File: src/logic/ccp_pkg.sv
package ccp_pkg;

	// ------------------------------------------------------------
	// Register map
	// ------------------------------------------------------------
	localparam logic [7:0] ADR_DIV  = 8'h00;
	localparam logic [7:0] ADR_POWER_CONTROL = 8'h04;
	localparam logic [7:0] ADR_AUX  = 8'h08;
	localparam logic [7:0] ADR_P2M  = 8'h0C;
	localparam logic [7:0] ADR_IEN  = 8'h10;
	localparam logic [7:0] ADR_STAT = 8'h14;

	localparam int POWER_CONTROL_IDLE  = 0;
	localparam int POWER_CONTROL_PD    = 1;
	localparam int POWER_CONTROL_POF   = 4;
	localparam int POWER_CONTROL_BOF   = 5;
	localparam int AUX_BOI    = 5;
	localparam int AUX_BOD    = 6;
	localparam int P2M_CLKOUT = 6;
	localparam int IEN_EBO    = 5;
	localparam int IEN_EA     = 7;
	localparam int CFG_HALVE  = 3;
	localparam int CFG_BOV    = 4;

	localparam logic [7:0] DIV_RST  = 8'h00;
	localparam logic [7:0] POWER_CONTROL_RST = 8'h00;
	localparam logic [7:0] AUX_RST  = 8'h00;
	localparam logic [7:0] P2M_RST  = 8'h00;
	localparam logic [7:0] IEN_RST  = 8'h00;

	// ------------------------------------------------------------
	// Timing
	// ------------------------------------------------------------
	localparam logic [10:0] STAB_XTAL = 11'h400;
	localparam logic [10:0] STAB_RC   = 11'h100;
	localparam logic [2:0]  MC_LAST   = 3'h5;
	localparam logic [2:0]  CO_MID    = 3'h2;

	typedef enum logic [2:0] {
		OSC_LOW  = 3'h0,
		OSC_MED  = 3'h1,
		OSC_HIGH = 3'h2,
		OSC_RC   = 3'h3,
		OSC_EXT  = 3'h4
	} ccp_osc_t;

	typedef enum logic [1:0] {
		PS_RUN   = 2'b00,
		PS_PDOWN = 2'b01,
		PS_STAB  = 2'b11,
		PS_IDLE  = 2'b10
	} ccp_pst_t;

	typedef struct packed {
		logic        cyc;
		logic        stb;
		logic        we;
		logic [7:0]  adr;
		logic [3:0]  sel;
		logic [31:0] dat;
	} ccp_wb_req_t;

	typedef struct packed {
		logic        ack;
		logic [31:0] dat;
	} ccp_wb_rsp_t;

	typedef struct packed {
		logic [1:0]  bo_sy;
		logic [1:0]  por_sy;
		logic [1:0]  wdt_sy;
		logic [1:0]  pin_sy;
		logic        bo_prev;
		logic        pin_prev;
		logic        cfg_ok;
		logic [7:0]  cfg;
		logic [7:0]  div;
		logic [7:0]  power_control;
		logic [7:0]  aux;
		logic [7:0]  p2m;
		logic [7:0]  ien;
		logic        half;
		logic [8:0]  div_cnt;
		logic [2:0]  mc_cnt;
		logic [10:0] stab_cnt;
		ccp_pst_t    pst;
		logic        bo_pend;
		logic        bo_rst;
		logic        sys_rst;
		logic        cpu_en;
		logic        mc_en;
		logic        cpu_run;
		logic        osc_run;
		logic        co;
		logic        co_oe;
		logic        pins_off;
		logic        irq;
		logic        ack;
		logic [31:0] rdat;
	} ccp_state_t;

endpackage

File: src/logic/ccp_clock_power.sv
module ccp_clock_power
	import ccp_pkg::*;
(
	input  wire logic        clk,
	input  wire logic        nrst,
	input  wire ccp_wb_req_t wb_req,
	output ccp_wb_rsp_t      wb_rsp,
	input  wire logic [7:0]  user_config_byte,
	input  wire logic        clock_in_pin,
	input  wire logic        brownout_det,
	input  wire logic        power_on_det,
	input  wire logic        watchdog_overflow,
	input  wire logic        irq_pending,
	input  wire logic        wake_irq,
	input  wire logic        brownout_irq_ack,
	output logic             cpu_clk_en,
	output logic             machine_cycle_en,
	output logic             cpu_run,
	output logic             osc_run,
	output logic             sys_reset,
	output logic             brownout_irq,
	output logic             clock_out_pin,
	output logic             clock_out_pin_oe,
	output logic             osc_pins_disabled
);

	ccp_state_t st;
	ccp_state_t next_st;

	// ------------------------------------------------------------
	// Decoded terms
	// ------------------------------------------------------------
	ccp_osc_t    osc_type;
	logic        is_xtal;
	logic        is_rcext;
	logic        halve;
	logic        brownout_disable;
	logic        brownout_irq_select;
	logic        ea;
	logic        brownout_irq_enable;
	logic        bo_rise;
	logic        pin_rise;
	logic        osc_tick;
	logic        half_tick;
	logic [8:0]  div_lim;
	logic        div_wrap;
	logic        cpu_tick;
	logic [10:0] stab_last;
	logic        bo_wake;
	logic        co_on;
	logic        acc;
	logic        wr;
	logic [7:0]  wbyte;
	logic [31:0] rd_mux;

	always_comb begin
		osc_type  = ccp_osc_t'(st.cfg[2:0]);
		// Only these three are crystals; any other code keeps the pins
		is_xtal   = (osc_type == OSC_LOW) || (osc_type == OSC_MED) ||
			(osc_type == OSC_HIGH);
		is_rcext  = (osc_type == OSC_RC) || (osc_type == OSC_EXT);
		halve     = st.cfg[CFG_HALVE];
		brownout_disable       = st.aux[AUX_BOD];
		brownout_irq_select       = st.aux[AUX_BOI];
		ea        = st.ien[IEN_EA];
		brownout_irq_enable       = st.ien[IEN_EBO];
		bo_rise   = st.bo_sy[1] & ~st.bo_prev & ~brownout_disable;
		// No timeout on the pin edge: a static input just stalls ticks
		pin_rise  = st.pin_sy[1] & ~st.pin_prev;
		osc_tick  = (st.pst != PS_PDOWN) &&
			((osc_type == OSC_EXT) ? pin_rise : 1'b1);
		half_tick = osc_tick & (~halve | st.half);
		div_lim   = {st.div, 1'b1};
		// Compare with >= so a smaller divisor never strands the count
		div_wrap  = (st.div == 8'h00) || (st.div_cnt >= div_lim);
		cpu_tick  = half_tick & div_wrap;
		stab_last = (is_xtal ? STAB_XTAL : STAB_RC) - 11'h001;
		bo_wake   = bo_rise & brownout_irq_select & ea & brownout_irq_enable;
		co_on     = st.p2m[P2M_CLKOUT] & is_rcext &
			(st.pst != PS_PDOWN);
		acc       = wb_req.cyc & wb_req.stb;
		wr        = acc & wb_req.we & st.ack & wb_req.sel[0];
		wbyte     = wb_req.dat[7:0];
		unique case (wb_req.adr)
		ADR_DIV:  rd_mux = {24'h000000, st.div};
		ADR_POWER_CONTROL: rd_mux = {24'h000000, st.power_control};
		ADR_AUX:  rd_mux = {24'h000000, st.aux};
		ADR_P2M:  rd_mux = {24'h000000, st.p2m};
		ADR_IEN:  rd_mux = {24'h000000, st.ien};
		ADR_STAT: rd_mux = {20'h00000, st.bo_pend, st.pins_off,
			st.pst, st.cfg};
		default:  rd_mux = 32'h00000000;
		endcase
	end

	// ------------------------------------------------------------
	// Next state
	// ------------------------------------------------------------
	always_comb begin
		next_st = st;

		next_st.bo_sy    = {st.bo_sy[0], brownout_det};
		next_st.por_sy   = {st.por_sy[0], power_on_det};
		next_st.wdt_sy   = {st.wdt_sy[0], watchdog_overflow};
		next_st.pin_sy   = {st.pin_sy[0], clock_in_pin};
		next_st.bo_prev  = st.bo_sy[1];
		next_st.pin_prev = st.pin_sy[1];

		// Straps are caught once after reset release, then frozen
		if (!st.cfg_ok) begin
			next_st.cfg    = user_config_byte;
			next_st.cfg_ok = 1'b1;
		end

		// Bus slave: ack one cycle after request, write on the ack edge
		next_st.ack = acc & ~st.ack;
		if (acc & ~st.ack)
			next_st.rdat = rd_mux;
		if (wr) begin
			unique case (wb_req.adr)
			ADR_DIV: next_st.div = wbyte;
			ADR_POWER_CONTROL: begin
				next_st.power_control[POWER_CONTROL_IDLE] = st.power_control[POWER_CONTROL_IDLE] | wbyte[POWER_CONTROL_IDLE];
				next_st.power_control[POWER_CONTROL_PD]   = st.power_control[POWER_CONTROL_PD] | wbyte[POWER_CONTROL_PD];
				next_st.power_control[POWER_CONTROL_POF]  = st.power_control[POWER_CONTROL_POF] & wbyte[POWER_CONTROL_POF];
				next_st.power_control[POWER_CONTROL_BOF]  = st.power_control[POWER_CONTROL_BOF] & wbyte[POWER_CONTROL_BOF];
			end
			ADR_AUX: next_st.aux = wbyte;
			ADR_P2M: next_st.p2m = wbyte;
			ADR_IEN: next_st.ien = wbyte;
			default: next_st.ack = st.ack & 1'b0;
			endcase
		end

		// Sticky flags: the set follows the clear so it wins
		if (bo_rise)
			next_st.power_control[POWER_CONTROL_BOF] = 1'b1;
		if (st.por_sy[1])
			next_st.power_control[POWER_CONTROL_POF] = 1'b1;
		if (brownout_irq_ack)
			next_st.bo_pend = 1'b0;
		if (bo_rise & brownout_irq_select)
			next_st.bo_pend = 1'b1;

		next_st.bo_rst  = st.bo_sy[1] & ~brownout_disable & ~brownout_irq_select;
		next_st.sys_rst = next_st.bo_rst | st.wdt_sy[1];
		next_st.irq     = st.bo_pend & ea & brownout_irq_enable;

		// Clock chain
		if (osc_tick)
			next_st.half = ~st.half;
		if (half_tick)
			next_st.div_cnt = div_wrap ? 9'h000 : st.div_cnt + 9'h001;
		if (cpu_tick)
			next_st.mc_cnt = (st.mc_cnt == MC_LAST) ? 3'h0 :
				st.mc_cnt + 3'h1;
		next_st.cpu_en = cpu_tick;
		next_st.mc_en  = cpu_tick && (st.mc_cnt == MC_LAST);

		// Clock output: half period is three CPU clocks
		next_st.co_oe = co_on;
		if (!co_on)
			next_st.co = 1'b0;
		else if (cpu_tick && (st.mc_cnt == CO_MID ||
			st.mc_cnt == MC_LAST))
			next_st.co = ~st.co;
		next_st.pins_off = is_xtal;

		// Power modes
		unique case (st.pst)
		PS_RUN: begin
			if (st.power_control[POWER_CONTROL_PD])
				next_st.pst = PS_PDOWN;
			else if (st.power_control[POWER_CONTROL_IDLE])
				next_st.pst = PS_IDLE;
		end
		PS_IDLE: begin
			if (irq_pending) begin
				next_st.pst = PS_RUN;
				next_st.power_control[POWER_CONTROL_IDLE] = 1'b0;
			end
		end
		PS_PDOWN: begin
			next_st.stab_cnt = 11'h000;
			if (wake_irq | bo_wake) begin
				next_st.pst = PS_STAB;
				next_st.power_control[POWER_CONTROL_PD] = 1'b0;
			end
		end
		PS_STAB: begin
			if (osc_tick) begin
				next_st.stab_cnt = st.stab_cnt + 11'h001;
				if (st.stab_cnt == stab_last)
					next_st.pst = PS_RUN;
			end
		end
		endcase
		// Brownout and watchdog resets abort any mode straight away
		if (st.sys_rst) begin
			next_st.pst = PS_RUN;
			next_st.power_control[POWER_CONTROL_IDLE] = 1'b0;
			next_st.power_control[POWER_CONTROL_PD]   = 1'b0;
		end
		next_st.cpu_run = (next_st.pst == PS_RUN) & ~next_st.sys_rst;
		next_st.osc_run = (next_st.pst != PS_PDOWN);
	end

	always_ff @(posedge clk or negedge nrst) begin
		if (!nrst) begin
			st      <= '0;
			st.div  <= DIV_RST;
			st.power_control <= POWER_CONTROL_RST;
			st.aux  <= AUX_RST;
			st.p2m  <= P2M_RST;
			st.ien  <= IEN_RST;
			st.pst  <= PS_RUN;
		end else begin
			st <= next_st;
		end
	end

	// ------------------------------------------------------------
	// Outputs
	// ------------------------------------------------------------
	assign wb_rsp.ack        = st.ack;
	assign wb_rsp.dat        = st.rdat;
	assign cpu_clk_en        = st.cpu_en;
	assign machine_cycle_en  = st.mc_en;
	assign cpu_run           = st.cpu_run;
	assign osc_run           = st.osc_run;
	assign sys_reset         = st.sys_rst;
	assign brownout_irq      = st.irq;
	assign clock_out_pin     = st.co;
	assign clock_out_pin_oe  = st.co_oe;
	assign osc_pins_disabled = st.pins_off;
endmodule // ccp_clock_power

File: config.mk
export PLATFORM = sky130hd
export DESIGN_NAME = ccp_clock_power
export DESIGN_NICKNAME = d
export VERILOG_FILES = /design/src/logic/ccp_pkg.sv /design/src/logic/ccp_clock_power.sv
export SDC_FILE = /design/constraint.sdc
export NUM_CORES = 1
export LEC_CHECK = 0
export BUFFER_PORTS_ARGS = -buffer_cell sky130_fd_sc_hd__buf_2
export CORE_UTILIZATION = 55
export DETAILED_ROUTE_END_ITERATION = 16
export GPL_TIMING_DRIVEN = 0
export PLACE_DENSITY = 0.77
export SLEW_MARGIN = 40
export SYNTH_ARGS = -nofsm -noshare
export SYNTH_HDL_FRONTEND = slang
export SYNTH_SLANG_ARGS = --single-unit
File: constraint.sdc
create_clock -name clk -period 2.7 [get_ports clk]
set_input_delay 0.135 -clock clk [delete_from_list [all_inputs] [get_ports clk]]
set_output_delay 0.135 -clock clk [all_outputs]
set_load 0.02 [all_outputs]
==> results.ini, run 1 <==
[status]
status = finished, violations left
violations = DRC

[timing]
setup_viol = 0
skew_ns = 0.00929
maxSlewViolCount = 0
rsz0062_at_grt = no
tns_ns = 0
max_slew_margin = 0.549
max_freq_ghz = 0.415
worstMarginPinSlew_ns = 0.666
finalHoldViolations = 0
period_minus_slack_ns = 2.41
timing.final.crit_share = 0.892

[critical_path]
timing.rr.start = div_lim[6]$_DFFE_PN0P_
critical_path.max_fanout = 10
crit_start = div_lim[6]$_DFFE_PN0P_
crit_type = flop to flop
endpoint_kind = flop
max_stage_delay_ns = 0.63
crit_path_top_delay_cell = o311ai_1
crit_required_ns = 2.97
critPathArrivalTime_ns = 2.68
cp_cell_sequence = inv_1, ha_1, nand4_1, o311ai_1, clkbuf_1, a21boi_0, o21a_1
cp-start-kind = flop

[cells_and_area]
diodes = 0
drive_gt1_frac = 0.296
area_growth_pct = 16.3
fin_cells = 676
nets = 637

[route]
vias_per_cell = 5.57
first_iter_violations = 208
vias = 3762
drc = 10
wl_per_cell_um = 15.6
drtAntennaViolNets = 0
firstDrtPassIters = 11
wl_mm = 10.5

[yosys]
synthFlopType = dfrtp_1
synth_cell_types = 58
synth-edff-count = 0
synthMuxAreaShare = 0.127
synth_xor_area_frac = 0.00515
synth_top_family_by_area = simple AND/OR/NAND/NOR gates
synth_compound_area_frac = 0.124
ys_ff_latch = 104
synthSimpleGateAreaFrac = 0.133
synthAdderAreaFrac = 0.0245
synth_area_per_cell_um2 = 11.0
async_flop_share = 1.00
synth_top_area_share = 0.510
syn-cell-area_um2 = 5100
yosysSeqAreaShare = 0.510
netlist_instances = 463
synth_top_area_cell = dfrtp_1
yosys_warnings = 0
netlist_top_cells_area = dfrtp_1, mux2_2, buf_4

[floorplanning]
ios = 106
start_util = 0.576
die_w_um = 98.3
die-area_um2 = 9660
floorplan.rows = 34
die_h_um = 98.3
core_area_um2 = 8850

[clock_network]
numCtsBuffers = 9
cts.path.max_buffers = 2
cts_max_level = 3
tritoncts = done
clk_pin_slew_ns = 0.09
cts_root_buf = clkbuf_8
post_cts_buffers = 0
clk-insertion-delay-late_ns = 0.37
clock_sinks = 104

[pwr]
power_density_nw_per_um2 = 503
leakage_nw = 2.91
peakVddDrop_mv = 0.298

[worst_hold_path]
min_path_type = primary input to flop
hp-start = user_config_byte[1]

[global_route]
grt_pass1_vias = 3555
grt.overflow.total = 0
grt_max_degree = 55
grtUsageTotal = 0.232
antenna_found_initial = 0
grt_pass1_wl_mm = 17.4

[placed_design]
place_congestion = 0.843
port_buffers = 58
placedCellCount = 649
hpwlAfterDp_mm = 7.76

[flow_run]
cap_violations = 0

[timing repair]
action                     CTS  global route
resized for setup            0             0
hold buffers                11             0
hold endpoints to repair    60             0
setup endpoints to repair    0             0
[registers in the layout, indices dropped and copies added (netlist names), 3 cells and up]
| name | flops |
|---|---|
| div_lim | 8 |
| st | 60 |
| next_st | 6 |
| wb_rsp | 13 |
| osc_type | 3 |
[final cells by class]
class | count | area, um^2
buffer | 48 | 319
inverter | 16 | 60.1
tap | 108 | 135
sequential | 104 | 2600
multi-input combinational | 314 | 2190
fill | 684 | 2920
clock inverter | 2 | 12.5
timing repair buffer | 70 | 438
clock buffer | 14 | 173
[path summary, 6_finish.rpt]
check,cells past startpoint,slack [ns],endpoint
max,7,0.29,clock_out_pin$_DFFE_PN0P_
min,2,0.02,osc_type[1]$_DFFE_PN0N_
max reg2reg,7,0.29,clock_out_pin$_DFFE_PN0P_
min reg2reg,0,0.35,st[124]$_DFF_PN0_
max in group asynchronous,3,1.86,st[54]$_DFFE_PN0P_
min in group asynchronous,2,0.27,st[72]$_DFFE_PN0P_
[worst max-delay path: cells and delay by family, from the launching register on]
family                     cells  cell delay [ns]
AOI/OAI and AO/OA              3             0.98
adders and majority gates      1             0.30
buffers and inverters          2             0.45
DFF                            1             0.45
and+or+nand+nor                1             0.13
[cells in the mapped netlist (all sizes together) (7+ instances only)]
library cell / n
ha: 10
buf: 38
nor3: 8
mux2: 46
nor2: 23
nand2: 41
clkbuf: 10
a22o: 12
o21ai: 40
nor2b: 8
dfrtp: 104
and3: 7
nand3: 11
a21oi: 18
inv: 16
[cells by family after synthesis]
kind of cell,after synthesis
compound gates,99
xor+xnor,3
fa+ha+maj,10
buf+inv,64
flops,104
mux,52
other cells,2
simple gates,129
[per-stage QoR]
step	cell area (um^2)	util	hold slack (ns)	power (mW)	setup slack [ns]
after CTS	5930	0.670	0.00456	3.01	0.337
after floorplan	5170	-	-0.161	1.94	0.646
final	5930	0.670	0.0187	2.99	0.292
after global routing	5930	0.670	0.0120	3.11	0.104
after detailed placement	5640	0.637	0.0702	2.09	0.348
after global placement	5600	0.633	0.244	2.07	0.151
[layout by cell type, fill, tap and decap left out, drive strengths merged, types with 2 or more instances in the layout]
master,count
dfrtp,104
buf,97
mux2,46
nand2,41
o21ai,40
clkbuf,24
nor2,23
conb,21
a21oi,18
inv,16
a22o,12
nand3,11
dlygate4sd3,11
ha,10
nor2b,8
nor3,8
and3,7
nand2b,5
o31ai,5
a22oi,4
nor4,4
a21o,3
and3b,3
or2,3
mux4,3
nand3b,3
mux2i,3
or4,3
and2,2
nand4,2
o21a,2
o21bai,2
a31oi,2
xnor2,2
or3b,2
nor3b,2
[routing by layer]
layer	vias up	wire, um	GRT usage
met5	-	0	0
met4	0	167	0.0850
met3	12	621	0.0458
met2	139	5030	0.374
met1	1815	4700	0.313
li1	1796	-	-
[power by group]
group / internal [mW] / switching, mW / leakage [nW]
Sequential: 1.62 / 0.0581 / 1.37
Combinational: 0.174 / 0.221 / 1.44
Clock: 0.411 / 0.501 / 0.0927
Total: 2.21 / 0.779 / 2.91
Power figures use the tool's default switching activity.
==> inputs of run 2 (changes only) <==
--- a/config.mk
+++ b/config.mk
@@ -6,7 +6,9 @@
 export NUM_CORES = 1
 export LEC_CHECK = 0
 export BUFFER_PORTS_ARGS = -buffer_cell sky130_fd_sc_hd__buf_2
-export CORE_UTILIZATION = 55
+export CELL_PAD_IN_SITES_DETAIL_PLACEMENT = 1
+export CELL_PAD_IN_SITES_GLOBAL_PLACEMENT = 2
+export CORE_UTILIZATION = 35
 export DETAILED_ROUTE_END_ITERATION = 16
 export GPL_TIMING_DRIVEN = 0
 export PLACE_DENSITY = 0.77
==> results.ini, run 2 (synthesis results as in run 1) <==
[route]
vias = 3751
first_iter_violations = 90
vias_per_cell = 5.05
drtAntennaViolNets = 0
wl_mm = 12.9
firstDrtPassIters = 4
drc = 0
wl_per_cell_um = 17.3

[placed_design]
port_buffers = 58
hpwlAfterDp_mm = 9.53
place_congestion = 0.773
preCtsSetupSlack_ns = 0.168
placedCellCount = 721

[global_route]
grt_pass1_wl_mm = 21.1
busiest_layer = met2
grt_pass1_vias = 4007
grt_max_degree = 70
use_met3 = 0.0260
met2_usage = 0.311
grt.overflow.total = 0
use_met1 = 0.241
antenna_found_initial = 0
grtUsageTotal = 0.186

[critical_path]
max_stage_delay_ns = 0.49
cp_cell_sequence = inv_1, ha_1, a21o_1, a21oi_1, o311ai_2, clkbuf_1, a21boi_0, o21a_1
crit_required_ns = 2.95
critPathArrivalTime_ns = 2.53
critical_path.max_fanout = 10
cp-start-kind = flop
endpoint_kind = flop
crit_type = flop to flop
crit_path_top_delay_cell = o311ai_2
r2r_slack_ns = 0.42

[floorplanning]
die_h_um = 123
ios = 106
die-area_um2 = 15100
floorplan.rows = 43
die_w_um = 123
start_util = 0.363
core_area_um2 = 14000

[pwr]
power_density_nw_per_um2 = 550
peakVddDrop_mv = 0.275
leakage_nw = 2.92
power_mw = 3.34

[cells_and_area]
fillers = 1599
diodes = 0
drive_gt1_frac = 0.304
largest_reg_flops = 60
multi_input_area_um2 = 2200
nets = 632
final_cell_mix = dfrtp_1, buf_2, nand2_1
fin_util = 0.433
top_register = st
area_growth_pct = 19.1
fin_cells = 743
final_common_cell = dfrtp_1
seqCellArea_um2 = 2600

[clock_network]
numCtsBuffers = 9
clock_sinks = 104
cts_root_buf = clkbuf_16
tritoncts = done
cts.path.max_buffers = 2
cts_max_level = 3
clk-insertion-delay-late_ns = 0.36
clk_pin_slew_ns = 0.07

[worst_hold_path]
min_path_type = primary input to flop

[timing]
setup_viol = 0
max_freq_ghz = 0.439
finalHoldViolations = 0
period_minus_slack_ns = 2.28
maxSlewViolCount = 0
worstMarginPinSlew_ns = 0.597
rsz0062_at_grt = no
max_slew_margin = 0.602
setup_ws_ns = 0.422
timing.final.crit_share = 0.844
skew_ns = 0.00853

[status]
status = finished, final reports clean

[flow_run]
cap_violations = 0

## run 2: changes by cell type in the layout (fill, tap and decap cells not counted)
| cell | before | now |
|---|---|---|
| clkinvlp_4 | 1 | 4 |
| o311ai_2 | 0 | 1 |
| inv_6 | 0 | 2 |
| clkbuf_8 | 12 | 0 |
| clkinv_4 | 0 | 1 |
| clkbuf_16 | 0 | 9 |
| o311ai_1 | 1 | 0 |
| clkbuf_1 | 12 | 10 |
| clkinv_2 | 1 | 0 |
| dlygate4sd3_1 | 11 | 6 |
## run 2: layout make-up
type / instances / area share
Multi-Input combinational cell: 314 / 0.362
Clock inverter: 7 / 0.00927
Buffer: 48 / 0.0525
Inverter: 16 / 0.00989
Timing Repair Buffer: 65 / 0.0639
Sequential cell: 104 / 0.428
Clock buffer: 9 / 0.0371
Tap cell: 180 / 0.0371
## run 2: what timing repair did
action                     CTS  global route
resized for setup            0             1
buffers inserted             0             0
hold buffers                 6             0
setup endpoints to repair    0             2
hold endpoints to repair    40             0
## run 2: critical path: cells and delay by family (launching register included)
| kind | cells | cell delay, ns |
|---|---|---|
| AO/OA/AOI/OAI | 5 | 1.02 |
| buffers and inverters | 2 | 0.45 |
| flip-flops | 1 | 0.43 |
| adder cells (fa/ha/maj) | 1 | 0.27 |
## run 2: metal layers
metal | up-vias | part of all wire
li1 | 1785 | -
met1 | 1886 | 0.46
met2 | 65 | 0.49
met3 | 15 | 0.030
met4 | 0 | 0.018
met5 | - | 0
## run 2: report_power, final
part / leakage [nW] / internal [mW] / switching, mW
Clock: 0.125 / 0.634 / 0.627
Combinational: 1.42 / 0.170 / 0.228
Sequential: 1.37 / 1.62 / 0.0609
Total: 2.92 / 2.43 / 0.915
## run 2: path summary, 6_finish.rpt
path                                              from                        end  cells past startpoint
worst min register to register  next_st[122]$_DFF_PN0_     next_st[119]$_DFF_PN0_                      0
worst max register to register  div_lim[1]$_DFFE_PN0P_  clock_out_pin$_DFFE_PN0P_                      8
worst min-delay path               user_config_byte[3]          halve$_DFFE_PN0N_                      2
worst max-delay path            div_lim[1]$_DFFE_PN0P_  clock_out_pin$_DFFE_PN0P_                      8
min in group asynchronous                         nrst      wb_rsp[2]$_DFFE_PN0P_                      2
max in group asynchronous                         nrst         st[48]$_DFFE_PN0P_                      3
## run 2: metrics by stage
step / instance area (um^2) / hold WS, ns / TNS (ns)
final: 6070 / 0.0125 / 0
after global routing: 6070 / 0.00661 / 0
after CTS: 6070 / 0.000398 / 0
after detailed placement: 5730 / 0.0303 / 0
after global placement: 5690 / 0.247 / -0.0405
after floorplan: 5170 / -0.161 / 0
